## config.mk

```make
export PLATFORM = sky130hd
export DESIGN_NAME = jrle_exec
export DESIGN_NICKNAME = d
export VERILOG_FILES = /design/src/common/jrle_pkg.sv /design/src/jrle_exec.sv
export SDC_FILE = /design/constraint.sdc
export NUM_CORES = 1
export LEC_CHECK = 0
export ABC_AREA = 1
export BUFFER_PORTS_ARGS = -buffer_cell sky130_fd_sc_hd__clkbuf_2
export CAP_MARGIN = 20
export CORE_MARGIN = 3
export CORE_UTILIZATION = 55
export CTS_CLUSTER_SIZE = 25
export DETAILED_ROUTE_END_ITERATION = 8
export GPL_TIMING_DRIVEN = 1
export PLACE_DENSITY = 0.81
export SYNTH_ARGS = -nofsm -noshare
export SYNTH_HDL_FRONTEND = slang
export SYNTH_SLANG_ARGS = --single-unit
```

## constraint.sdc

```tcl
create_clock -name sys_clk -period 10.25 [get_ports sys_clk]
set_clock_uncertainty 0.2 [all_clocks]
set_input_delay 1.025 -clock sys_clk [delete_from_list [all_inputs] [get_ports sys_clk]]
set_output_delay 1.025 -clock sys_clk [all_outputs]
set_load 0.01 [all_outputs]
```

## src/common/jrle_pkg.sv

```systemverilog
// constants and types shared by the jump, return and load executor
package jrle_pkg;
	localparam int          ADDR_W    = 8;
	localparam int          PC_W      = 16;
	// flag register, system mode and condition code bit positions
	localparam int          FL_C      = 7;
	localparam int          FL_Z      = 6;
	localparam int          FL_S      = 5;
	localparam int          FL_V      = 4;
	localparam int          SYM_GIE   = 2;
	localparam int          CC_INV    = 3;
	// reset values
	localparam logic [7:0]  SYM_RST   = 8'h00;
	localparam logic [7:0]  FL_RST    = 8'h00;
	localparam logic [7:0]  SP_RST    = 8'h00;
	localparam logic [15:0] PC_RST    = 16'h0000;
	// opcodes and opcode nibbles
	localparam logic [7:0]  OP_INTERRUPT_RETURN   = 8'hBF;
	localparam logic [7:0]  OP_JP_IND = 8'h30;
	localparam logic [3:0]  NB_JP_CC  = 4'hD;
	localparam logic [3:0]  NB_JR     = 4'hB;
	localparam logic [3:0]  NB_LD_IM  = 4'hC;
	localparam logic [3:0]  NB_LD_RR  = 4'h8;
	localparam logic [3:0]  NB_LD_RW  = 4'h9;
	localparam logic [7:0]  OP_LD_C7  = 8'hC7;
	localparam logic [7:0]  OP_LD_D7  = 8'hD7;
	localparam logic [7:0]  OP_LD_E4  = 8'hE4;
	localparam logic [7:0]  OP_LD_E5  = 8'hE5;
	localparam logic [7:0]  OP_LD_E6  = 8'hE6;
	localparam logic [7:0]  OP_LD_D6  = 8'hD6;
	localparam logic [7:0]  OP_LD_F5  = 8'hF5;
	localparam logic [7:0]  OP_LD_87  = 8'h87;
	localparam logic [7:0]  OP_LD_97  = 8'h97;
	// condition codes with fixed meaning
	localparam logic [3:0]  CC_NEVER  = 4'h0;
	localparam logic [3:0]  CC_ALWAYS = 4'h8;
	// timing counts in instruction clocks
	localparam logic [3:0]  CYC_INTERRUPT_RETURN  = 4'hA;
	localparam logic [3:0]  CYC_JP    = 4'h8;
	localparam logic [3:0]  CYC_JR    = 4'h6;
	localparam logic [3:0]  CYC_LD_S  = 4'h4;
	localparam logic [3:0]  CYC_LD_L  = 4'h6;
	localparam logic [3:0]  CNT_START = 4'h1;
	localparam logic [3:0]  CNT_STEP  = 4'h1;
	// lengths and stack steps
	localparam logic [15:0] LEN2      = 16'h0002;
	localparam logic [15:0] LEN3      = 16'h0003;
	localparam logic [7:0]  SP_INC_FL = 8'h01;
	localparam logic [7:0]  SP_INC_PC = 8'h02;
	localparam logic [7:0]  PAIR_NEXT = 8'h01;

	typedef enum logic [2:0] {K_LD, K_JPCC, K_JPIND, K_JR, K_INTERRUPT_RETURN} kind_t;
	typedef enum logic [3:0] {ST_IDLE, ST_SRC_PTR, ST_SRC_VAL, ST_DST_PTR, ST_WRITE,
		ST_POP_FL, ST_POP_PCH, ST_POP_PCL, ST_JP_HI, ST_JP_LO, ST_WAIT} step_t;

	function automatic logic cond_true(input logic [3:0] cc, input logic [7:0] fl);
		logic c;
		logic z;
		logic s;
		logic v;
		logic b;
		c = fl[FL_C];
		z = fl[FL_Z];
		s = fl[FL_S];
		v = fl[FL_V];
		unique case (cc[2:0])
			3'h0: b = 1'b0;
			3'h1: b = s ^ v;
			3'h2: b = z | (s ^ v);
			3'h3: b = c | z;
			3'h4: b = v;
			3'h5: b = s;
			3'h6: b = z;
			3'h7: b = c;
		endcase
		return b ^ cc[CC_INV];
	endfunction : cond_true
endpackage : jrle_pkg

```

## src/jrle_exec.sv

```systemverilog
// executor for interrupt return, absolute and relative jump and register load
`timescale 1ns/1ps
`default_nettype none
// Summary of operation
// - return pops flags at stack top, stack+1, then program counter, stack+2.
// - interrupt return sets the global interrupt enable bit, bit 2 of mode.
// - conditional absolute jump loads the target when true, else falls through.
// - indirect absolute jump loads pc from the named register pair.
// - conditional absolute jump is three bytes, indirect form is two bytes.
// - conditional jump first byte is condition plus nibble D; indirect is 30; 8 cycles.
// - relative jump adds signed displacement when true, else falls through.
// - displacement is signed, from 128 back to 127 forward.
// - relative jump base is the address after the jump instruction.
// - relative jump is two bytes, condition plus nibble B, six cycles.
// - load copies source to destination, source left unchanged.
// - jumps and loads leave every flag unchanged.
// - with global enable clear, pending requests are not serviced.
module jrle_exec (
	// clock and reset
	input  wire logic                        sys_clk,
	input  wire logic                        rst_n,
	// instruction issue
	input  wire logic                        instr_valid,
	input  wire logic [7:0]                  instr_b0,
	input  wire logic [7:0]                  instr_b1,
	input  wire logic [7:0]                  instr_b2,
	input  wire logic [jrle_pkg::ADDR_W-1:0] wreg_base,
	// updates from other instructions
	input  wire logic                        flags_load,
	input  wire logic [7:0]                  flags_in,
	input  wire logic                        gie_set,
	input  wire logic                        gie_clear,
	input  wire logic                        irq_pending,
	// register file port
	input  wire logic [7:0]                  mem_rdata,
	output logic      [jrle_pkg::ADDR_W-1:0] mem_addr_r,
	output logic      [7:0]                  mem_wdata_r,
	output logic                             mem_rd_r,
	output logic                             mem_wr_r,
	// core state
	output logic      [jrle_pkg::PC_W-1:0]   pc_r,
	output logic      [jrle_pkg::ADDR_W-1:0] sp_r,
	output logic      [7:0]                  flags_r,
	output logic      [7:0]                  sym_r,
	output logic                             irq_service_r,
	output logic                             busy_r,
	output logic                             done_r
);
	import jrle_pkg::*;

	// ----------------------------------------
	// executor state
	// ----------------------------------------
	step_t       step_r,  step_nxt;
	kind_t       kind_r,  kind_nxt;
	logic        ph_r,    ph_nxt;
	logic [3:0]  cnt_r,   cnt_nxt;
	logic [3:0]  cyc_r,   cyc_nxt;
	logic [7:0]  src_a_r, src_a_nxt;
	logic [7:0]  dst_a_r, dst_a_nxt;
	logic        dst_p_r, dst_p_nxt;
	logic [7:0]  off_r,   off_nxt;
	logic [7:0]  val_r,   val_nxt;
	logic [15:0] tgt_r,   tgt_nxt;
	logic        taken_r, taken_nxt;
	logic [15:0] pc0_r,   pc0_nxt;
	logic [7:0]  sp0_r,   sp0_nxt;
	logic [7:0]  op1_r,   op1_nxt;
	logic [7:0]  op2_r,   op2_nxt;
	logic [3:0]  cc_r,    cc_nxt;
	logic [7:0]  addr_nxt;
	logic [7:0]  wdata_nxt;
	logic        rd_nxt;
	logic        wr_nxt;
	logic [15:0] pc_nxt;
	logic [7:0]  sp_nxt;
	logic [7:0]  flags_nxt;
	logic [7:0]  sym_nxt;
	logic        busy_nxt;
	logic        done_nxt;
	logic        irq_nxt;
	logic        legal_c;
	logic        fin_c;
	logic        cond_c;
	step_t       first_c;
	logic [3:0]  wr_c;

	always_comb begin
		step_nxt  = step_r;
		kind_nxt  = kind_r;
		ph_nxt    = 1'b0;
		cnt_nxt   = cnt_r;
		cyc_nxt   = cyc_r;
		src_a_nxt = src_a_r;
		dst_a_nxt = dst_a_r;
		dst_p_nxt = dst_p_r;
		off_nxt   = off_r;
		val_nxt   = val_r;
		tgt_nxt   = tgt_r;
		taken_nxt = taken_r;
		pc0_nxt   = pc0_r;
		sp0_nxt   = sp0_r;
		op1_nxt   = op1_r;
		op2_nxt   = op2_r;
		cc_nxt    = cc_r;
		addr_nxt  = mem_addr_r;
		wdata_nxt = mem_wdata_r;
		rd_nxt    = 1'b0;
		wr_nxt    = 1'b0;
		pc_nxt    = pc_r;
		sp_nxt    = sp_r;
		flags_nxt = flags_r;
		sym_nxt   = sym_r;
		busy_nxt  = busy_r;
		done_nxt  = 1'b0;
		legal_c   = 1'b1;
		first_c   = ST_SRC_VAL;
		wr_c      = wreg_base[7:4];
		cond_c    = cond_true(instr_b0[7:4], flags_r);
		fin_c     = cnt_r >= (cyc_r - CNT_STEP);
		// other instructions may load flags, never while busy
		if (flags_load && !busy_r) begin
			flags_nxt = flags_in;
		end
		if (gie_clear) begin
			sym_nxt[SYM_GIE] = 1'b0;
		end
		if (gie_set) begin
			sym_nxt[SYM_GIE] = 1'b1;
		end
		if (busy_r) begin
			cnt_nxt = cnt_r + CNT_STEP;
		end
		unique case (step_r)
			ST_IDLE: begin
				kind_nxt  = K_LD;
				cyc_nxt   = CYC_LD_S;
				tgt_nxt   = pc_r + LEN2;
				dst_p_nxt = 1'b0;
				off_nxt   = 8'h00;
				taken_nxt = 1'b0;
				src_a_nxt = instr_b1;
				dst_a_nxt = {wr_c, instr_b0[7:4]};
				if (instr_b0 == OP_INTERRUPT_RETURN) begin
					kind_nxt = K_INTERRUPT_RETURN;
					cyc_nxt  = CYC_INTERRUPT_RETURN;
					first_c  = ST_POP_FL;
				end else if (instr_b0 == OP_JP_IND) begin
					kind_nxt  = K_JPIND;
					cyc_nxt   = CYC_JP;
					dst_a_nxt = instr_b1;
					first_c   = ST_JP_HI;
				end else if (instr_b0[3:0] == NB_JP_CC) begin
					kind_nxt  = K_JPCC;
					cyc_nxt   = CYC_JP;
					taken_nxt = cond_c;
					tgt_nxt   = cond_c ? {instr_b1, instr_b2} : pc_r + LEN3;
					first_c   = ST_WAIT;
				end else if (instr_b0[3:0] == NB_JR) begin
					kind_nxt  = K_JR;
					cyc_nxt   = CYC_JR;
					taken_nxt = cond_c;
					tgt_nxt   = pc_r + LEN2 + (cond_c ? {{8{instr_b1[7]}}, instr_b1} : 16'h0000);
					first_c   = ST_WAIT;
				end else if (instr_b0[3:0] == NB_LD_IM) begin
					val_nxt = instr_b1;
					first_c = ST_WRITE;
				end else if (instr_b0[3:0] == NB_LD_RR) begin
					first_c = ST_SRC_VAL;
				end else if (instr_b0[3:0] == NB_LD_RW) begin
					src_a_nxt = {wr_c, instr_b0[7:4]};
					dst_a_nxt = instr_b1;
				end else begin
					// long load forms, plus the two-byte C7 and D7 forms, which are given four cycles but run six
					cyc_nxt   = CYC_LD_L;
					tgt_nxt   = pc_r + LEN3;
					src_a_nxt = instr_b1;
					dst_a_nxt = instr_b2;
					unique case (instr_b0)
						OP_LD_C7: begin
							cyc_nxt   = CYC_LD_S;
							tgt_nxt   = pc_r + LEN2;
							src_a_nxt = {wr_c, instr_b1[3:0]};
							dst_a_nxt = {wr_c, instr_b1[7:4]};
							first_c   = ST_SRC_PTR;
						end
						OP_LD_D7: begin
							cyc_nxt   = CYC_LD_S;
							tgt_nxt   = pc_r + LEN2;
							src_a_nxt = {wr_c, instr_b1[3:0]};
							dst_a_nxt = {wr_c, instr_b1[7:4]};
							dst_p_nxt = 1'b1;
						end
						OP_LD_E4: first_c = ST_SRC_VAL;
						OP_LD_E5: first_c = ST_SRC_PTR;
						OP_LD_E6, OP_LD_D6: begin
							dst_a_nxt = instr_b1;
							val_nxt   = instr_b2;
							dst_p_nxt = (instr_b0 == OP_LD_D6);
							first_c   = (instr_b0 == OP_LD_D6) ? ST_DST_PTR : ST_WRITE;
						end
						OP_LD_F5: dst_p_nxt = 1'b1;
						OP_LD_87: begin
							src_a_nxt = {wr_c, instr_b1[3:0]};
							dst_a_nxt = {wr_c, instr_b1[7:4]};
							off_nxt   = instr_b2;
							first_c   = ST_SRC_PTR;
						end
						OP_LD_97: begin
							src_a_nxt = {wr_c, instr_b1[7:4]};
							dst_a_nxt = {wr_c, instr_b1[3:0]};
							off_nxt   = instr_b2;
							dst_p_nxt = 1'b1;
						end
						default: legal_c = 1'b0;
					endcase
				end
				// unknown opcodes are not taken and leave busy low
				if (instr_valid && legal_c) begin
					step_nxt = first_c;
					busy_nxt = 1'b1;
					cnt_nxt  = CNT_START;
					pc0_nxt  = pc_r;
					sp0_nxt  = sp_r;
					op1_nxt  = instr_b1;
					op2_nxt  = instr_b2;
					cc_nxt   = instr_b0[7:4];
				end
			end
			ST_SRC_PTR: begin
				if (!ph_r) begin
					rd_nxt   = 1'b1;
					addr_nxt = src_a_r;
					ph_nxt   = 1'b1;
				end else begin
					src_a_nxt = mem_rdata + off_r;
					step_nxt  = ST_SRC_VAL;
				end
			end
			ST_SRC_VAL: begin
				if (!ph_r) begin
					rd_nxt   = 1'b1;
					addr_nxt = src_a_r;
					ph_nxt   = 1'b1;
				end else begin
					val_nxt  = mem_rdata;
					step_nxt = dst_p_r ? ST_DST_PTR : ST_WRITE;
				end
			end
			ST_DST_PTR: begin
				if (!ph_r) begin
					rd_nxt   = 1'b1;
					addr_nxt = dst_a_r;
					ph_nxt   = 1'b1;
				end else begin
					dst_a_nxt = mem_rdata + off_r;
					step_nxt  = ST_WRITE;
				end
			end
			ST_WRITE: begin
				// the only write of a load goes to the destination
				wr_nxt    = 1'b1;
				addr_nxt  = dst_a_r;
				wdata_nxt = val_r;
				step_nxt  = ST_WAIT;
			end
			ST_POP_FL: begin
				if (!ph_r) begin
					rd_nxt   = 1'b1;
					addr_nxt = sp_r;
					ph_nxt   = 1'b1;
				end else begin
					flags_nxt = mem_rdata;
					sp_nxt    = sp_r + SP_INC_FL;
					step_nxt  = ST_POP_PCH;
				end
			end
			ST_POP_PCH: begin
				if (!ph_r) begin
					rd_nxt   = 1'b1;
					addr_nxt = sp_r;
					ph_nxt   = 1'b1;
				end else begin
					tgt_nxt[15:8] = mem_rdata;
					step_nxt      = ST_POP_PCL;
				end
			end
			ST_POP_PCL: begin
				if (!ph_r) begin
					rd_nxt   = 1'b1;
					addr_nxt = sp_r + PAIR_NEXT;
					ph_nxt   = 1'b1;
				end else begin
					tgt_nxt[7:0]     = mem_rdata;
					sp_nxt           = sp_r + SP_INC_PC;
					sym_nxt[SYM_GIE] = 1'b1;
					step_nxt         = ST_WAIT;
				end
			end
			ST_JP_HI: begin
				if (!ph_r) begin
					rd_nxt   = 1'b1;
					addr_nxt = dst_a_r;
					ph_nxt   = 1'b1;
				end else begin
					tgt_nxt[15:8] = mem_rdata;
					step_nxt      = ST_JP_LO;
				end
			end
			ST_JP_LO: begin
				if (!ph_r) begin
					rd_nxt   = 1'b1;
					addr_nxt = dst_a_r + PAIR_NEXT;
					ph_nxt   = 1'b1;
				end else begin
					tgt_nxt[7:0] = mem_rdata;
					step_nxt     = ST_WAIT;
				end
			end
			ST_WAIT: ;
			default: step_nxt = ST_IDLE;
		endcase
		// short loads may finish in the write cycle itself
		if ((step_r == ST_WAIT || step_r == ST_WRITE) && fin_c) begin
			step_nxt = ST_IDLE;
			busy_nxt = 1'b0;
			done_nxt = 1'b1;
			pc_nxt   = tgt_r;
		end
	end

	always_ff @(posedge sys_clk or negedge rst_n) begin
		if (!rst_n) begin
			step_r      <= ST_IDLE;
			kind_r      <= K_LD;
			ph_r        <= 1'b0;
			cnt_r       <= 4'h0;
			cyc_r       <= 4'h0;
			src_a_r     <= 8'h00;
			dst_a_r     <= 8'h00;
			dst_p_r     <= 1'b0;
			off_r       <= 8'h00;
			val_r       <= 8'h00;
			tgt_r       <= PC_RST;
			taken_r     <= 1'b0;
			pc0_r       <= PC_RST;
			sp0_r       <= SP_RST;
			op1_r       <= 8'h00;
			op2_r       <= 8'h00;
			cc_r        <= 4'h0;
			mem_addr_r  <= 8'h00;
			mem_wdata_r <= 8'h00;
			mem_rd_r    <= 1'b0;
			mem_wr_r    <= 1'b0;
			pc_r        <= PC_RST;
			sp_r        <= SP_RST;
			flags_r     <= FL_RST;
			sym_r       <= SYM_RST;
			busy_r      <= 1'b0;
			done_r      <= 1'b0;
		end else begin
			step_r      <= step_nxt;
			kind_r      <= kind_nxt;
			ph_r        <= ph_nxt;
			cnt_r       <= cnt_nxt;
			cyc_r       <= cyc_nxt;
			src_a_r     <= src_a_nxt;
			dst_a_r     <= dst_a_nxt;
			dst_p_r     <= dst_p_nxt;
			off_r       <= off_nxt;
			val_r       <= val_nxt;
			tgt_r       <= tgt_nxt;
			taken_r     <= taken_nxt;
			pc0_r       <= pc0_nxt;
			sp0_r       <= sp0_nxt;
			op1_r       <= op1_nxt;
			op2_r       <= op2_nxt;
			cc_r        <= cc_nxt;
			mem_addr_r  <= addr_nxt;
			mem_wdata_r <= wdata_nxt;
			mem_rd_r    <= rd_nxt;
			mem_wr_r    <= wr_nxt;
			pc_r        <= pc_nxt;
			sp_r        <= sp_nxt;
			flags_r     <= flags_nxt;
			sym_r       <= sym_nxt;
			busy_r      <= busy_nxt;
			done_r      <= done_nxt;
		end
	end

	// ----------------------------------------
	// interrupt service gate
	// ----------------------------------------
	// pending bits live in the controller; only the service is held off
	always_comb begin
		irq_nxt = irq_pending && sym_r[SYM_GIE];
	end

	always_ff @(posedge sys_clk or negedge rst_n) begin
		if (!rst_n) begin
			irq_service_r <= 1'b0;
		end else begin
			irq_service_r <= irq_nxt;
		end
	end
endmodule : jrle_exec
`default_nettype wire

```

==> impl_results.md, run 1 <==
- Outcome: finished clean
- Ys async rst share: 1.000
- Largest net degree at the start of global routing: 82
- Via/cell ratio: 5.885
- Most Used Layer, Global Route: met2
- YS warnings: 0
- Core Region: 15940 µm²
- First-pass GRT wire length: 45.33 mm
- Die Footprint: 17920 µm²
- Number of max-cap violations: 0
- Wire per inst: 17.71 µm
- CP startpoint kind: input port
- Final Hold Violating Endpoints: 0
- M2 GR Usage: 0.5171
- Share of cells above drive strength 1: 0.1499
- Cell Area, Synth: between 8000 and 9000 µm²
- Commonest non-fill, non-tap cell in the layout: nand2_1
- Leakage Power: slightly above 5 nW
- HP Class: register to register
- Die height: 133.9 µm
- GRT met3 Usage: 0.05626
- Vias in the first global route: about 8700
- CP max stage delay: 0.39 ns
- Placed cell areas: 9608 µm²
- Top cells by area, synth: dfrtp_1 (32%), nand2_1 (12%), o21ai_0 (8.2%)
- Clk_lat worst skew: 0.42 ns
- Number of clock sinks: 114
- TNS Setup: 0 ns
- Worst reg2reg setup slack: 6.07 ns
- Residual DRC: 0
- Post-CTS Resized: 0
- Kind of critical path: input port to register
- Drt pass-1 iters: 6
- Yosys cell types: 58
- Final period util: 0.4499
- WP data required: 10.35 ns
- DRT iter0 DRCs: 1160
- Reg clk slew, reported paths: ~0.050 ns
- Vias: 9516
- RD Place Congestion: 1.038
- Syn Area/Cell: 6.906 µm²
- Cts hold-fix bufs: 0
- Antenna Cells: 0
- DRT Wirelength: 28.64 mm
- CTS Buffer Depth: 2
- Total GRT Usage: 0.3192
- Ports: 116
- # rows: between 40 and 50
- Critical path arrival: 4.72 ns
- Cell mode on critical path: nand2_1
- Area growth from synthesis to layout: 13.83%
- Peak supply drop: 178.9 µV
- Flops & latches, synth: 114
- DP HPWL: 21.66 mm
- GRT met1 Usage: 0.4013
- Die extent in x: 133.9 µm
- Period minus WS final: 4.612 ns
- Final setup violation count: 0
- Post-synth EDFFs: 0
- # Post-CTS Setup Buffers: 0
- Final #Nets: around 1500
- Initial Util: 0.5640
- Fmax: 216.8 MHz
- Critical Path End Type: register
- Register area share after synthesis: 0.3173
- Overflow after GRT: 0
- P per Cell Area: 297.2 nW/µm²
- Relative slew slack: 0.2781
- CTS tree: built
- Synth Flop Type: dfrtp_1
- Crit path max-delay cell type: fa_1
- Most frequent cells in the layout: nand2_1 (281), inv_1 (158), o21ai_0 (147)
- ANT nets after route: 0
- Worst-path fanout max: 27
- Root Buffer: clkbuf_16
- Share of the synthesized area in the top cell type: 0.3173
- Worst-Margin Slew: 1.076 ns
- TritonCTS Buffers: 17
- Initial antenna violation count: 0
- Post-Syn Instances: 1302
- Unrepaired setup endpoints after global routing: false
- Final non-filler cell area: 10230 µm²
- H-tree levels: 4
- Largest area contributor in the netlist: dfrtp_1
- Number of port buffers: 104
- Pins Over Slew Limit: 0
cells by family (layout without fill, tap and decap cells):
| group | count (synthesis) | count (layout) | share of synthesized area |
|---|---|---|---|
| other | 1 | 7 | 0.0004171 |
| XOR/XNOR | 46 | 46 | 0.04565 |
| flip-flops | 114 | 114 | 0.3173 |
| buffers and inverters | 227 | 320 | 0.1023 |
| AO/OA/AOI/OAI | 329 | 329 | 0.2142 |
| AND/OR/NAND/NOR | 552 | 552 | 0.2726 |
| adder cells (fa/ha/maj) | 33 | 33 | 0.04759 |
report_power, final:
part | switching [W] | internal [W]
Combinational | 0.00101 | 0.000544
Clock | 0.000210 | 0.000423
Sequential | 0.000206 | 0.000651
cells in the mapped netlist, types with 13 or more instances:
| cell | count |
|---|---|
| nand2_1 | 281 |
| inv_1 | 158 |
| o21ai_0 | 147 |
| dfrtp_1 | 114 |
| nor2_1 | 113 |
| nand3_1 | 73 |
| a21oi_1 | 64 |
| xor2_1 | 32 |
| ha_1 | 31 |
| clkbuf_1 | 26 |
| o211ai_1 | 25 |
| a31oi_1 | 21 |
| nand2_2 | 19 |
| nor3_1 | 17 |
| inv_2 | 16 |
| o22ai_1 | 15 |
| nand4_1 | 14 |
| xnor2_1 | 13 |
layout make-up:
type,instances,area [µm²]
fillers,1409,5708
multi-input cells,967,5241
flip-flops and latches,114,2853
inverters,178,668.1
repair buffers,111,575.6
clock buffers,21,470.5
well taps,216,270.3
clock inverters,10,156.4
path summary, 6_finish.rpt:
kind,cells past startpoint,startpoint,endpoint
setup / recovery,32,instr_b0[5],tgt_r[12]$_DFFE_PN0P_
hold / removal,2,mem_wdata_r[3]$_DFFE_PN0P_,mem_wdata_r[3]$_DFFE_PN0P_
setup reg to reg,31,flags_r[4]$_DFF_PN0_,tgt_r[12]$_DFFE_PN0P_
hold reg to reg,2,mem_wdata_r[3]$_DFFE_PN0P_,mem_wdata_r[3]$_DFFE_PN0P_
max in group asynchronous,2,rst_n,tgt_r[9]$_DFFE_PN0P_
min in group asynchronous,1,rst_n,sp_r[7]$_DFFE_PN0P_
critical path: cells and delay by family:
kind	cells	cell delay (ns)
AND/OR/NAND/NOR	22	1.92
adder cells (fa/ha/maj)	2	0.59
AO/OA/AOI/OAI	4	0.55
buffers and inverters	4	0.63
through the flow:
stage / hold slack [ns] / utilization / total power (W) / std cells / worst slack, ns
6_report: 0.2728 / 0.6420 / 0.003042 / 1617 / 5.638
5_1_grt: 0.3036 / 0.6420 / 0.003273 / 1617 / 5.343
4_1_cts: 0.2748 / 0.6420 / 0.003023 / 1617 / 5.696
3_5_place_dp: 0.2595 / 0.6027 / 0.002372 / 1586 / 5.276
3_3_place_gp: 0.2498 / 0.6027 / 0.002331 / 1586 / 5.336
2_1_floorplan: 0.2426 / - / 0.001921 / 1308 / 5.970
layer usage:
metal,vias to the layer above,routed length [µm]
met5,-,0
met2,468,13360
met3,135,2120
li1,4506,-
met4,0,1899
met1,4407,11260
sequential cells by signal (all words and copies together) (netlist names), 3 cells and up:
register	cells
pc_r	16
tgt_r	16
dst_a_r	8
flags_r	8
mem_addr_r	8
mem_wdata_r	8
off_r	8
sp_r	8
src_a_r	8
val_r	8
cnt_r	4
step_r	4
cyc_r	3
Power figures use the tool's default switching activity.
==> run 2, diff against run 1 <==
Settings changed: CORE_UTILIZATION 55 to 54, PLACE_DENSITY 0.81 to 0.83.
Clock period 10.25 ns to 3.9 ns, I/O delays scaled along.
==> run 2 against run 1 <==
Effect of this change:
- clock-buffer cell count down 1
- sequential cell count did not move
- power rose to 2.7 times the previous value
- wire length is 0.71% higher
- clock power increased to 2.7 times the previous value
- critical path depth is 14 lower
- critical endpoint is now tgt_r[8]$_DFFE_PN0P_
- global-route usage down 0.38 points
- setup slack worse by 5.4 ns
- sequential share of layout area fell by 0.49 points
==> impl_results.md, run 2 (synthesized netlist as in run 1, its figures left out) <==
- HP Class: input port to register
- Worst-Margin Slew: 0.9411 ns
- Die height: 135.0 µm
- Fmax: 276.3 MHz
- Critical path arrival: 3.76 ns
- CP startpoint kind: register
- ANT nets after route: 0
- Die Footprint: 18230 µm²
- Wire per inst: about 18 µm
- Period minus WS final: 3.619 ns
- # rows: 46
- Final Hold Violating Endpoints: 0
- Crit path max-delay cell type: dfrtp_1
- Antenna Cells: 0
- Final #Nets: approximately 1500
- Regs by FF count: pc_r x16, tgt_r x16
- WP buf/inv: 0
- Area growth from synthesis to layout: 15.98%
- Largest net degree at the start of global routing: 61
- DP HPWL: 21.89 mm
- Root Buffer: clkbuf_16
- P per Cell Area: slightly below 800 nW/µm²
- RD Place Congestion: approximately 1.0
- Initial Util: 0.5579
- Commonest non-fill, non-tap cell in the layout: nand2_1
- Residual DRC: 0
- Hold slack: 0.02465 ns
- DRT iter0 DRCs: about 1100
- H-tree levels: 4
- TNS Setup: 0 ns
- Final period util: 0.9281
- Number of port buffers: between 100 and 150
- Worst R2R Start: pc_r[1]$_DFFE_PN0P_
- Clk_lat worst skew: about 0.42 ns
- Most frequent cells in the layout: nand2_1 (281), inv_1 (158), o21ai_0 (146)
- Share of cells above drive strength 1: 0.1627
- Die extent in x: 135.0 µm
- Min-delay src: gie_clear
- Total GRT Usage: 0.3154
- Crit-path cells: ha_1 -> nand2_2 -> nor2_1 -> xor2_1 -> ha_1 -> a21oi_1 -> o21ai_1 -> nand2_1 -> nand2_1 -> nand2_1 -> nand2_1 -> a21oi_1 -> o21ai_0 -> nand3_1 -> o21ai_1 -> a21oi_1 -> nor2_1 -> a21oi_1
- Relative slew slack: 0.3726
- Pins Over Slew Limit: 0
- CP max stage delay: 0.65 ns
- Outcome: finished clean
- Leakage Power: 5.234 nW
- Via/cell ratio: 5.889
- Final setup violation count: 0
- Number of max-cap violations: 0
- TritonCTS Buffers: 17
- Peak supply drop: 563.4 µV
- Vias in the first global route: 8914
- Vias: 9634
- Reg clk slew, reported paths: 0.05 ns
- CP startpoint: pc_r[1]$_DFFE_PN0P_
- Critical Path End Type: register
- Core Region: 16120 µm²
- First-pass GRT wire length: 45.25 mm
- Fill cells: 1386
- DRT Wirelength: about 29 mm
- Drt pass-1 iters: 6
- Unrepaired setup endpoints after global routing: false
- CP top delay family: compound AO/OA/AOI/OAI gates
- Kind of critical path: register to register
- Number of clock sinks: 114
- Ports: between 100 and 150
- WP data required: 4.04 ns
- CTS tree: built
- Worst-path fanout max: 8
- Initial antenna violation count: 0
- CTS Buffer Depth: 2
- Overflow after GRT: 0
run 2: changes by cell type in the layout (fill, tap and decap cells not counted), moves of 2 or more:
cell           delta
clkinv_2          -3
dfrtp_2           +2
dfrtp_1           -2
clkinvlp_4        +3
buf_4            +15
dlygate4sd3_1     +3
run 2: final timing paths:
kind	endpoint	slack, ns	cells after the start
min	sym_r[2]$_DFF_PN0_	0.02	4
min reg2reg	mem_wdata_r[4]$_DFFE_PN0P_	0.28	2
max in group asynchronous	tgt_r[12]$_DFFE_PN0P_	2.19	3
max	tgt_r[8]$_DFFE_PN0P_	0.28	18
max reg2reg	tgt_r[8]$_DFFE_PN0P_	0.28	18
min in group asynchronous	sp_r[3]$_DFFE_PN0P_	0.39	2
run 2: layer usage:
layer,part of all wire,vias up,wire length (µm),global-route usage
li1,-,4543,-,-
met1,0.38,4442,10970,0.3860
met2,0.47,511,13680,0.5261
met3,0.086,138,2475,0.06259
met4,0.060,0,1724,0.1691
met5,0,-,0,0
run 2: area by class of cell:
type | count | area (µm²) | area share
Clock buffer | 20 | 456.7 | 0.04380
Clock inverter | 12 | 202.7 | 0.01944
Inverter | 178 | 668.1 | 0.06407
Multi-Input combinational cell | 967 | 5256 | 0.5041
Sequential cell | 114 | 2855 | 0.2738
Tap cell | 216 | 270.3 | 0.02592
Timing Repair Buffer | 129 | 718.2 | 0.06887
run 2: power breakdown:
part	total [W]	leakage (nW)	internal, W	switching (W)
combinational	0.00416	3.53	0.00148	0.00267
sequential	0.00227	1.40	0.00171	0.000558
clock	0.00173	0.309	0.00117	0.000563
total	0.00816	5.23	0.00436	0.00379
run 2: worst reg2reg max path, stage by stage, from the launching register on:
cell and delay [ns]:
dfrtp_1 0.65, ha_1 0.31, nand2_2 0.10, nor2_1 0.25, xor2_1 0.35, ha_1 0.32, a21oi_1 0.14, o21ai_1 0.10
nand2_1 0.07, nand2_1 0.05, nand2_1 0.06, nand2_1 0.09, a21oi_1 0.14, o21ai_0 0.12, nand3_1 0.08, o21ai_1 0.08
a21oi_1 0.24, nor2_1 0.07, a21oi_1 0.13
run 2: what timing repair did:
item                       CTS  global route
setup endpoints to repair    0             4
hold endpoints to repair    60             0
buffers inserted             0             1
resized for setup            0             7
hold buffers                 3             0
run 2: metrics by stage:
step,power [W],area (µm²),utilization,cells,worst slack [ns]
3_5_place_dp,0.006287,9713,0.6027,1600,-0.03045
5_1_grt,0.008770,10430,0.6471,1636,0.01607
4_1_cts,0.008070,10400,0.6455,1635,0.1369
2_1_floorplan,0.005050,9014,-,1308,0.2549
6_report,0.008157,10430,0.6471,1636,0.2805
3_3_place_gp,0.006141,9713,0.6027,1600,0.1014
==> run 3, diff against run 2 <==
Settings changed: ABC_AREA 1 to 0.
==> run 3 against run 2 <==
Effect of this change:
- core utilization is 2.6 points higher
- area after synthesis is 3.1% lower
- die area is 3.0% lower
- sequential share of layout area hardly changed
- wire length is 3.0% lower
- critical path depth is 2 lower
- synthesized cell count is 18% lower
- global-route usage is 0.25 points lower
- non-clock buffer count is 41 higher
- worst hold slack better by 0.033 ns
- final area hardly changed
- via count is 8.7% lower
- critical path type unchanged
- highest routed layer is now met5
==> impl_results.md, run 3 <==
- P per Cell Area: 789.0 nW/µm²
- Register area share after synthesis: 0.3276
- TNS Setup: 0 ns
- Regs by FF count: pc_r x16, tgt_r x16
- Final period util: 0.9509
- Synth Flop Type: dfrtp_1
- Wire per inst: 19.68 µm
- Number of port buffers: 104
- Post-Syn Instances: 1074
- Min-delay src: flags_in[2]
- Reg clk slew, reported paths: 0.06 ns
- Commonest cells in the netlist: nand2_1 (160), dfrtp_1 (114), o21ai_0 (99)
- Largest net degree at the start of global routing: around 70
- Share of cells above drive strength 1: 0.2099
- Number of clock sinks: between 100 and 150
- RD Place Congestion: 0.9744
- Total GRT Usage: 0.3129
- Via/cell ratio: 6.191
- CP startpoint kind: register
- Die Footprint: 17690 µm²
- Vias in the first global route: between 8000 and 9000
- Core Region: 15480 µm²
- Layout Cells excl Fill: 1421
- Fmax: about 270 MHz
- Antenna Cells: 0
- Vias: roughly 8800
- Initial antenna violation count: 1
- Peak supply drop: 480.4 µV
- Residual DRC: 0
- Pins Over Slew Limit: 0
- Hold Crit Depth: 3
- Relative slew slack: 0.2724
- Final setup violation count: 0
- Ys async rst share: 1.000
- Drt pass-1 iters: 7
- Syn Area/Cell: 8.108 µm²
- Cells on worst reg2reg path: 16
- First-pass GRT wire length: roughly 44 mm
- Most common cell in the synthesized netlist: nand2_1
- CTS Buffer Depth: 2
- Period minus WS final: 3.709 ns
- CTS tree: built
- Critical path arrival: 3.87 ns
- WP data required: between 4 and 5 ns
- TritonCTS Buffers: 17
- Ports: approximately 120
- Kind of critical path: register to register
- Number of max-cap violations: 0
- # rows: 45
- Initial Util: 0.5624
- Final #Nets: 1285
- Cell Area, Synth: roughly 8700 µm²
- Flops & latches, synth: 114
- Outcome: finished clean
- CP startpoint: flags_r[4]$_DFF_PN0_
- DRT Wirelength: 27.97 mm
- Leakage Power: roughly 4.8 nW
- YS warnings: 0
- Fill cells: 1262
- Share of the synthesized area in the top cell type: 0.3276
- Worst reg2reg setup slack: around 0.19 ns
- Die height: 133.0 µm
- Hold slack: 0.05804 ns
- Fin worst setup slack: 0.1913 ns
- Setup Slack @ Placement: -0.1630 ns
- Root Buffer: clkbuf_16
- Top cells by area, synth: dfrtp_1 (33%), nand2_1 (6.9%), o21ai_0 (5.7%)
- Commonest non-fill, non-tap cell in the layout: nand2_1
- H-tree levels: 4
- Final Hold Violating Endpoints: 0
- Post-synth EDFFs: 0
- Largest area contributor in the netlist: dfrtp_1
- Unrepaired setup endpoints after global routing: true
- Inst Count DP: between 1000 and 1500
- ANT nets after route: 0
- Worst-Margin Slew: around 1.1 ns
- Reg-to-reg critical path endpoint: tgt_r[14]$_DFFE_PN0P_
- Worst-path fanout max: 9
- Worst R2R Start: flags_r[4]$_DFF_PN0_
- Critical Path End Type: register
- Yosys cell types: 77
- DP HPWL: 20.40 mm
- Hold endpoint: flags_r[2]$_DFF_PN0_
- Overflow after GRT: 0
- Die extent in x: ~130 µm
- DRT iter0 DRCs: 814
- HP Class: input port to register
- Clk_lat worst skew: around 0.42 ns
- Most frequent cells in the layout: nand2_1 (160), dfrtp_1 (114), clkbuf_2 (103)
- Area growth from synthesis to layout: 19.63%
run 3: worst max path at each step:
stage                     depth (start not counted)  slack [ns]               endpoint
after floorplan                                  19       0.008   tgt_r[8]$_DFFE_PN0P_
after global placement                           17       -0.12   tgt_r[9]$_DFFE_PN0P_
after detailed placement                         17       -0.16   tgt_r[9]$_DFFE_PN0P_
after CTS                                        16        0.01   tgt_r[9]$_DFFE_PN0P_
after global routing                             17       -0.01  tgt_r[15]$_DFFE_PN0P_
final                                            16        0.19  tgt_r[14]$_DFFE_PN0P_
run 3: final cells by class:
class	instances	area [µm²]	share of cell area
inverters	26	97.59	0.009368
repair buffers	170	1030	0.09885
clock inverters	10	178.9	0.01718
well taps	211	264.0	0.02534
multi-input cells	868	5530	0.5309
clock buffers	22	464.2	0.04456
flip-flops and latches	114	2853	0.2738
run 3: repair_timing:
item,4_1_cts,5_1_grt
endpoints found under the hold margin,68,0
resized for setup,0,19
buffers inserted,0,1
setup endpoints to repair,0,11
hold buffers,3,0
run 3: stage by stage:
stage          utilization  total power (W)  area, µm²
5_1_grt             0.6728         0.008771      10420
3_3_place_gp        0.6251         0.006210       9678
4_1_cts             0.6685         0.008113      10350
2_1_floorplan            -         0.004949       8742
6_report            0.6728         0.008219      10420
3_5_place_dp        0.6251         0.006328       9678
run 3: routing by layer:
metal / up-vias / share of wire / track usage
met1: 4183 / 0.40 / 0.4003
met5: - / 0.00029 / 0
met3: 84 / 0.074 / 0.05285
met4: 2 / 0.042 / 0.1438
met2: 413 / 0.48 / 0.5181
li1: 4116 / - / -
run 3: logic make-up after synthesis:
group	synth area share
adder cells (fa/ha/maj)	0.04914
other	0.0004306
XOR/XNOR	0.06336
multiplexers	0.05920
AND/OR/NAND/NOR	0.2148
buffers and inverters	0.04828
flip-flops	0.3276
AO/OA/AOI/OAI	0.2372
run 3: critical path, cell delays in order (launching register included):
cell and delay (ns):
dfrtp_1 0.41, a211oi_1 0.10, a311oi_2 0.33, and2_4 0.22, xor2_2 0.14, buf_6 0.16, and2_1 0.16, ha_1 0.27
buf_4 0.15, and3_1 0.19, a221o_1 0.33, o31ai_1 0.13, a21oi_2 0.16, o21ai_1 0.17, mux2i_1 0.23, mux2i_1 0.20
a21o_1 0.10
run 3: power by group:
| group | internal, W | switching (W) | total (W) | leakage (nW) |
|---|---|---|---|---|
| clock network | 0.00116 | 0.000566 | 0.00173 | 0.318 |
| registers | 0.00169 | 0.000567 | 0.00225 | 1.42 |
| logic | 0.00181 | 0.00242 | 0.00423 | 3.08 |
| total | 0.00466 | 0.00355 | 0.00822 | 4.82 |
